[src/include/wei_pkg.sv]
// Package with register layout and timing constants of the wake event indicator
package wei_pkg;
  // Power event control register offset (byte address on the device bus)
  localparam logic [7:0]  WEI_OFS_PEC        = 8'h84;
  localparam logic [7:0]  WEI_OFS_BYTE_TEST  = 8'h64;
  localparam logic [7:0]  WEI_OFS_HW_CONFIG  = 8'h74;
  // Field positions
  localparam int          WEI_BIT_READY      = 0;
  localparam int          WEI_BIT_OUT_EN     = 1;
  localparam int          WEI_BIT_POL        = 2;
  localparam int          WEI_BIT_PULSE      = 3;
  localparam int          WEI_BIT_CAUSE_LO   = 4;
  localparam int          WEI_BIT_CAUSE_HI   = 5;
  localparam int          WEI_BIT_DRIVE      = 6;
  localparam int          WEI_BIT_ENERGY_EN  = 8;
  localparam int          WEI_BIT_WF_EN      = 9;
  localparam int          WEI_BIT_MODE_LO    = 12;
  localparam int          WEI_BIT_MODE_HI    = 13;
  // Wake cause and power mode encodings
  localparam logic [1:0]  WEI_CAUSE_NONE     = 2'h0;
  localparam logic [1:0]  WEI_CAUSE_ENERGY   = 2'h1;
  localparam logic [1:0]  WEI_CAUSE_FRAME    = 2'h2;
  localparam logic [1:0]  WEI_CAUSE_MULTI    = 2'h3;
  localparam logic [1:0]  WEI_MODE_NORMAL    = 2'h0;
  localparam logic [1:0]  WEI_MODE_FRAME     = 2'h1;
  localparam logic [1:0]  WEI_MODE_ENERGY    = 2'h2;
  localparam logic [1:0]  WEI_MODE_RSVD      = 2'h3;
  // Timing
  localparam int          WEI_CLK_MHZ        = 40;
  localparam int          WEI_PULSE_MS       = 50;
  localparam int          WEI_PULSE_CYC      = WEI_PULSE_MS * 1000 * WEI_CLK_MHZ;
  localparam int          WEI_READY_CYC      = 16;
  localparam int          WEI_CNT_W          = 22;
  // Host command register offsets (controller side)
  localparam logic [3:0]  WEI_HC_CMD         = 4'h0;
  localparam logic [3:0]  WEI_HC_WDATA       = 4'h4;
  localparam logic [3:0]  WEI_HC_RDATA       = 4'h8;
  localparam logic [3:0]  WEI_HC_STATUS      = 4'hC;
  localparam logic [3:0]  WEI_HC_ADDR        = 4'h1;
endpackage : wei_pkg

[src/include/wei_if.sv]
// Interface joining host controller and wake event indicator device
`timescale 1ns/100ps
interface wei_if;
  logic [7:0]  addr;
  logic [31:0] wdata;
  logic [31:0] rdata;
  logic        wr;
  logic        rd;
  logic        wake_pin_o;
  logic        wake_pin_oe;
  logic        wake_pin_line;
  // Pulled high while released
  assign wake_pin_line = wake_pin_oe ? wake_pin_o : 1'b1;
  modport device (input addr, input wdata, input wr, input rd, output rdata,
                  output wake_pin_o, output wake_pin_oe);
  modport host (output addr, output wdata, output wr, output rd, input rdata,
                input wake_pin_line);
endinterface : wei_if

[src/wei_device.sv]
// Wake event indicator: power event control register and power event pin
//
// The placing of the registers and strobed register access were decided locally.
`timescale 1ns/100ps
module wei_device
  import wei_pkg::*;
#(
  parameter int PULSE_CYC = WEI_PULSE_CYC
)(
  input  wire logic clk,
  input  wire logic rst,
  wei_if.device     bus,
  input  wire logic energy_evt,
  input  wire logic frame_evt,
  output logic      power_event_irq,
  output logic [1:0] power_state
);
  logic [1:0]         wake_cause_r;
  logic [1:0]         power_state_sel_r;
  logic               wake_out_pulse_sel_r;
  logic               wake_out_polarity_r;
  logic               wake_out_enable_r;
  logic               wake_out_drive_type_r;
  logic               energy_wake_enable_r;
  logic               wake_frame_enable_r;
  logic               ready_r;
  logic [4:0]         rdy_cnt_r;
  logic               active_r;
  logic [WEI_CNT_W-1:0] pulse_cnt_r;
  logic [31:0]        rdata_r;
  logic [1:0]         e_sync_r;
  logic [1:0]         f_sync_r;
  logic               e_hit;
  logic               f_hit;
  logic               pec_wr;
  logic [1:0]         clr_mask;
  logic               irq_r;

  // Event inputs are asynchronous pins
  always_ff @(posedge clk or posedge rst)
  begin
    if (rst)
    begin
      e_sync_r <= 2'h0;
      f_sync_r <= 2'h0;
    end
    else
    begin
      e_sync_r <= {e_sync_r[0], energy_evt};
      f_sync_r <= {f_sync_r[0], frame_evt};
    end
  end

  assign e_hit  = e_sync_r[1] & energy_wake_enable_r;
  assign f_hit  = f_sync_r[1] & wake_frame_enable_r;
  assign pec_wr = bus.wr && (bus.addr == WEI_OFS_PEC);
  // Clear only allowed when back in normal mode with ready set
  assign clr_mask = (pec_wr && ready_r && power_state_sel_r == WEI_MODE_NORMAL) ?
                    bus.wdata[WEI_BIT_CAUSE_HI:WEI_BIT_CAUSE_LO] : 2'h0;

  // Cause bits: set wins over clear, sources keep them set
  always_ff @(posedge clk or posedge rst)
  begin
    if (rst)
      wake_cause_r <= WEI_CAUSE_NONE;
    else
      wake_cause_r <= (wake_cause_r & ~clr_mask)
                      | {f_hit, e_hit};
  end

  // Control bits
  always_ff @(posedge clk or posedge rst)
  begin
    if (rst)
    begin
      wake_out_pulse_sel_r  <= 1'b0;
      wake_out_polarity_r   <= 1'b0;
      wake_out_enable_r     <= 1'b0;
      wake_out_drive_type_r <= 1'b0;
      energy_wake_enable_r  <= 1'b0;
      wake_frame_enable_r   <= 1'b0;
    end
    else if (pec_wr)
    begin
      wake_out_pulse_sel_r  <= bus.wdata[WEI_BIT_PULSE];
      wake_out_polarity_r   <= bus.wdata[WEI_BIT_POL];
      wake_out_enable_r     <= bus.wdata[WEI_BIT_OUT_EN];
      wake_out_drive_type_r <= bus.wdata[WEI_BIT_DRIVE];
      energy_wake_enable_r  <= bus.wdata[WEI_BIT_ENERGY_EN];
      wake_frame_enable_r   <= bus.wdata[WEI_BIT_WF_EN];
    end
  end

  // Power state: host selects reduced mode, byte test write wakes
  always_ff @(posedge clk or posedge rst)
  begin
    if (rst)
      power_state_sel_r <= WEI_MODE_NORMAL;
    else if (bus.wr && bus.addr == WEI_OFS_BYTE_TEST)
      power_state_sel_r <= WEI_MODE_NORMAL;
    else if (power_state_sel_r != WEI_MODE_NORMAL && (e_hit || f_hit))
      power_state_sel_r <= WEI_MODE_NORMAL;
    else if (pec_wr && bus.wdata[WEI_BIT_MODE_HI:WEI_BIT_MODE_LO] != WEI_MODE_RSVD)
      power_state_sel_r <= bus.wdata[WEI_BIT_MODE_HI:WEI_BIT_MODE_LO];
  end

  // Ready: settles a fixed count after entering normal mode
  always_ff @(posedge clk or posedge rst)
  begin
    if (rst)
    begin
      rdy_cnt_r <= 5'h00;
      ready_r   <= 1'b0;
    end
    else if (power_state_sel_r != WEI_MODE_NORMAL)
    begin
      rdy_cnt_r <= 5'h00;
      ready_r   <= 1'b0;
    end
    else if (rdy_cnt_r == 5'(WEI_READY_CYC))
      ready_r <= 1'b1;
    else
      rdy_cnt_r <= rdy_cnt_r + 5'h01;
  end

  // Output activity and pulse timer
  always_ff @(posedge clk or posedge rst)
  begin
    if (rst)
    begin
      active_r    <= 1'b0;
      pulse_cnt_r <= '0;
    end
    else if (!wake_out_enable_r || wake_cause_r == WEI_CAUSE_NONE)
    begin
      active_r    <= 1'b0;
      pulse_cnt_r <= '0;
    end
    else if ((e_hit || f_hit) && !active_r && pulse_cnt_r == '0)
    begin
      active_r    <= 1'b1;
      pulse_cnt_r <= WEI_CNT_W'(PULSE_CYC);
    end
    else if (wake_out_pulse_sel_r && active_r)
    begin
      if (pulse_cnt_r == WEI_CNT_W'(1))
        active_r <= 1'b0;
      pulse_cnt_r <= pulse_cnt_r - WEI_CNT_W'(1);
    end
  end

  // Internal interrupt independent of external enable
  always_ff @(posedge clk or posedge rst)
  begin
    if (rst)
      irq_r <= 1'b0;
    else
      irq_r <= wake_cause_r != WEI_CAUSE_NONE;
  end
  assign power_event_irq = irq_r;
  assign power_state     = power_state_sel_r;

  // Pin drive: open-drain pulls low when active, push-pull uses polarity
  always_comb
  begin
    if (!wake_out_drive_type_r)
    begin
      bus.wake_pin_o  = 1'b0;
      bus.wake_pin_oe = active_r;
    end
    else
    begin
      bus.wake_pin_o  = active_r ~^ wake_out_polarity_r;
      bus.wake_pin_oe = 1'b1;
    end
  end

  // Read data, one cycle after strobe, valid in every mode
  always_ff @(posedge clk or posedge rst)
  begin
    if (rst)
      rdata_r <= 32'h0000_0000;
    else if (bus.rd && bus.addr == WEI_OFS_PEC)
    begin
      rdata_r <= 32'h0000_0000;
      rdata_r[WEI_BIT_MODE_HI:WEI_BIT_MODE_LO]   <= power_state_sel_r;
      rdata_r[WEI_BIT_WF_EN]                     <= wake_frame_enable_r;
      rdata_r[WEI_BIT_ENERGY_EN]                 <= energy_wake_enable_r;
      rdata_r[WEI_BIT_DRIVE]                     <= wake_out_drive_type_r;
      rdata_r[WEI_BIT_CAUSE_HI:WEI_BIT_CAUSE_LO] <= wake_cause_r;
      rdata_r[WEI_BIT_PULSE]                     <= wake_out_pulse_sel_r;
      rdata_r[WEI_BIT_POL]                       <= wake_out_polarity_r;
      rdata_r[WEI_BIT_OUT_EN]                    <= wake_out_enable_r;
      rdata_r[WEI_BIT_READY]                     <= ready_r;
    end
    else
      rdata_r <= 32'h0000_0000;
  end
  assign bus.rdata = rdata_r;
endmodule : wei_device

[src/flat_wrapper.sv]
// flat-port wrapper written by rule: the top's interface ports become plain ports
module wei_device_flat import wei_pkg::*;
#(
  parameter int PULSE_CYC = WEI_PULSE_CYC
)
  (clk, rst, energy_evt, frame_evt, power_event_irq, power_state, bus_addr, bus_wdata, bus_wr, bus_rd, bus_rdata, bus_wake_pin_o, bus_wake_pin_oe);
  wei_if bus_i ();
  input  wire logic clk;
  input  wire logic rst;
  input  wire logic energy_evt;
  input  wire logic frame_evt;
  output logic power_event_irq;
  output logic [1:0] power_state;
  input wire logic [$bits(bus_i.addr)-1:0] bus_addr;
  input wire logic [$bits(bus_i.wdata)-1:0] bus_wdata;
  input wire logic [$bits(bus_i.wr)-1:0] bus_wr;
  input wire logic [$bits(bus_i.rd)-1:0] bus_rd;
  output wire logic [$bits(bus_i.rdata)-1:0] bus_rdata;
  output wire logic [$bits(bus_i.wake_pin_o)-1:0] bus_wake_pin_o;
  output wire logic [$bits(bus_i.wake_pin_oe)-1:0] bus_wake_pin_oe;
  assign bus_i.addr = bus_addr;
  assign bus_i.wdata = bus_wdata;
  assign bus_i.wr = bus_wr;
  assign bus_i.rd = bus_rd;
  assign bus_rdata = bus_i.rdata;
  assign bus_wake_pin_o = bus_i.wake_pin_o;
  assign bus_wake_pin_oe = bus_i.wake_pin_oe;
  wei_device #(.PULSE_CYC(PULSE_CYC)) u_core (.clk(clk), .rst(rst), .bus(bus_i), .energy_evt(energy_evt), .frame_evt(frame_evt), .power_event_irq(power_event_irq), .power_state(power_state));
endmodule
[config.mk]
export PLATFORM = sky130hd
export DESIGN_NAME = wei_device_flat
export DESIGN_NICKNAME = d
export VERILOG_FILES = /design/src/include/wei_pkg.sv /design/src/include/wei_if.sv /design/src/wei_device.sv /design/src/flat_wrapper.sv
export SDC_FILE = /design/constraint.sdc
export NUM_CORES = 1
export LEC_CHECK = 0
export ABC_AREA = 1
export BUFFER_PORTS_ARGS = -buffer_cell sky130_fd_sc_hd__buf_2
export CAP_MARGIN = 10
export CORE_MARGIN = 5
export CORE_UTILIZATION = 30
export DETAILED_ROUTE_END_ITERATION = 12
export GPL_ROUTABILITY_DRIVEN = 0
export PLACE_DENSITY_LB_ADDON = 0.15
export SETUP_SLACK_MARGIN = 0.02
export SKIP_CTS_REPAIR_TIMING = 1
export SKIP_LAST_GASP = 1
export SYNTH_ARGS = -nofsm -noshare
export SYNTH_HDL_FRONTEND = slang
export SYNTH_SLANG_ARGS = --single-unit
[constraint.sdc]
create_clock -name clk -period 1.9 [get_ports clk]
set_input_delay 0.19 -clock clk [delete_from_list [all_inputs] [get_ports clk]]
set_output_delay 0.19 -clock clk [all_outputs]
set_load 0.02 [all_outputs]
==> impl_metrics.py <==
metrics = {
    "timing": {
        "hold_violations": 0,
        "fin_crit_ns": 1.68,
        "fin_ws_ns": 0.223,
        "fin_crit_sh_pct": 88.2,
        "drv_slew": 0,
        "setup_violations": 0,
        "setup_tns_ns": 0,
        "rsz0062_at_grt": "false",
        "tightest_slew_ns": 0.521,
        "max_slew_margin_pct": 65.2,
        "final.setup_skew_ns": 0.00744,
        "holdWs_ns": 0.0782,
        "clock.fmax_mhz": 596,
    },
    "worst_setup_path": {
        "r2r-start": "u_core.pulse_cnt_r[0]",
        "crit_chain": "inv_1 -> ha_2 -> nand3_4 -> nor2_8 -> nand3_4 -> a21oi_4 -> nand2_1 -> nand2_1",
        "startpoint_type": "flip-flop",
        "rrSetupSlack_ns": 0.22,
        "crit_arrival_ns": 1.94,
        "crit_path_end_kind": "flip-flop",
        "reg2reg_depth": 8,
        "max_stage_delay_ns": 0.41,
        "criticalPathCategory": "reg2reg",
        "critPathMaxFanout": 7,
        "cpMaxStageDelayCell": "dfrtp_1",
        "required_ns": 2.16,
        "rr_endpoint": "u_core.pulse_cnt_r[20]",
        "critPathBufInv": 1,
        "crit_family": "simple AND/OR/NAND/NOR gates",
    },
    "yosys": {
        "syn_inst": 367,
        "yosysTopAreaCell": "dfrtp_1",
        "synthDistinctLibCells": 28,
        "avgSynthCellArea_um2": 8.03,
        "syn-cell-area_mm2": 0.00295,
        "yosys-top-cells-area": "dfrtp_1 47%, nand2_1 11%, nor2_1 7.3%",
        "yosys_warnings": 0,
        "yosys.area.top_type_share_pct": 46.7,
        "ys_ff_latch": 55,
        "ys_seq_area_share_pct": 46.7,
    },
    "global_route": {
        "grt_overflow": 0,
        "antenna_found_initial": 0,
        "grt_pass1_vias": 2356,
        "grt_use_total_pct": 11.7,
        "grt_max_degree": 56,
        "grt_pass1_wl_mm": 11.0,
    },
    "clocking": {
        "worstSkewPairLatency_ns": 0.31,
        "htree_levels": 2,
        "cts_tree": "yes",
        "clkTransAtPathRegs_ns": 0.11,
        "cts_sinks": 55,
        "root_buffer": "clkbuf_8",
        "cts_buffer_depth": 2,
        "cts_inserted_buffers": 5,
    },
    "floorplanning": {
        "die_x_um": 109,
        "io_pins": 83,
        "die-area_mm2": 0.0119,
        "die_y_um": 109,
        "placementRows": 36,
        "start_util_pct": 30.4,
        "core_area_mm2": 0.00968,
    },
    "finish": {
        "final_area_mm2": 0.00339,
        "area_growth_pct": 15.2,
        "insertedDiodeCount": 0,
        "fin_nets": 467,
        "layout-drive-gt1-share_pct": 19.6,
    },
    "pwr": {
        "p_leak_nw": 1.84,
        "vdd_ir_drop_max_mv": 0.430,
        "finalPower_w": 0.00474,
        "power_density_mw_per_mm2": 1400,
    },
    "run": {
        "cap_viol_max_count": 0,
    },
    "placement": {
        "portBuffers": 39,
        "post-place-ws_ns": 0.154,
        "hpwl_mm": 4.65,
        "placed_area_mm2": 0.00326,
    },
    "drt": {
        "drt_iter0_drc": 72,
        "vias": 2257,
        "routed_wl_mm": 6.26,
        "wl_per_cell_um": 11.4,
        "first_pass_iters": 4,
        "vias_per_cell": 4.10,
        "ant_nets": 0,
        "drc": 0,
    },
    "min_path": {
        "whs_path_depth": 3,
        "hp-class": "in2reg",
        "min_to": "u_core.energy_wake_enable_r",
        "min_from": "bus_wdata[8]",
    },
    "outcome": {
        "status": "finished clean",
    },
}
-- logic make-up after synthesis --
logic type      synth area share [%]
compound gates                  3.61
flops                           46.7
buf+inv                         12.1
simple gates                    31.6
fa+ha+maj                       1.70
xor+xnor                        4.16
other cells                    0.127
-- cells in the mapped netlist (all sizes together) --
library cell,number
o21ai,12
xnor2,5
buf,23
nand3,23
nor4,1
clkbuf,1
xor2,9
nand2,94
a21oi,7
nor3,3
nand4,6
dfrtp,55
ha,4
conb,1
nand3b,3
inv,48
nor2,72
-- worst max path at each step --
stage,end,startpoint,depth (start not counted)
after detailed placement,u_core.pulse_cnt_r[18],u_core.pulse_cnt_r[0],9
after floorplan,u_core.active_r,rst,1
after global routing,u_core.pulse_cnt_r[1],u_core.pulse_cnt_r[0],10
final,u_core.pulse_cnt_r[20],u_core.pulse_cnt_r[0],8
after CTS,u_core.pulse_cnt_r[10],u_core.pulse_cnt_r[0],9
after global placement,u_core.pulse_cnt_r[20],u_core.pulse_cnt_r[0],9
-- state kept, by name, indices dropped and copies added (netlist names) --
name / flops
u_core.wake_cause_r: 2
u_core.ready_r: 1
u_core.active_r: 1
u_core.wake_out_enable_r: 1
u_core.wake_frame_enable_r: 1
u_core.e_sync_r: 2
u_core.rdy_cnt_r: 5
u_core.power_state: 2
u_core.pulse_cnt_r: 22
u_core.wake_out_polarity_r: 1
u_core.wake_out_drive_type_r: 1
u_core.f_sync_r: 2
u_core.energy_wake_enable_r: 1
u_core.power_event_irq: 1
u_core.bus.rdata: 11
u_core.wake_out_pulse_sel_r: 1
-- metal layers --
layer | share of wire, % | vias to the layer above | GRT usage [%]
li1 | - | 1181 | -
met1 | 48 | 1022 | 15.7
met2 | 44 | 47 | 18.0
met3 | 6.9 | 7 | 3.97
met4 | 1.0 | 0 | 3.25
met5 | 0 | - | 0
-- worst min-delay path, delay by kind of cell --
family	cells	cell delay, ns
and+or+nand+nor	1	0.04
buffers and inverters	1	0.08
AOI/OAI and AO/OA	1	0.05
-- cells in the final DEF, fill, tap and decap left out, types with 6 or more instances in the layout --
cell      count
nor2_2       11
nand3_1      21
nor2_1       57
clkbuf_8      6
o21ai_0      11
buf_2        39
xor2_1        9
a21oi_1       6
nand2_1      88
dfrtp_1      55
nand4_1       6
conb_1       21
inv_1        44
-- cell type report --
type                       instances  area [µm²]
clock buffer                       6        82.6
clock inverter                     2        17.5
fill                            1063        6290
inverter                          48         180
multi-input combinational        260        1300
sequential                        55        1380
tap                              133         166
timing repair buffer              47         275
-- per-stage QoR --
step | instances | utilization [%]
after floorplan | 387 | -
after global placement | 540 | 33.6
after detailed placement | 540 | 33.6
after CTS | 548 | 34.7
after global routing | 551 | 35.1
final | 551 | 35.1
-- power breakdown --
group          leakage [nW]  internal [W]  switching, W
combinational          1.10      0.000808       0.00145
clock                0.0522      0.000307      0.000423
sequential            0.691       0.00145      0.000293
Power figures use the tool's default switching activity.
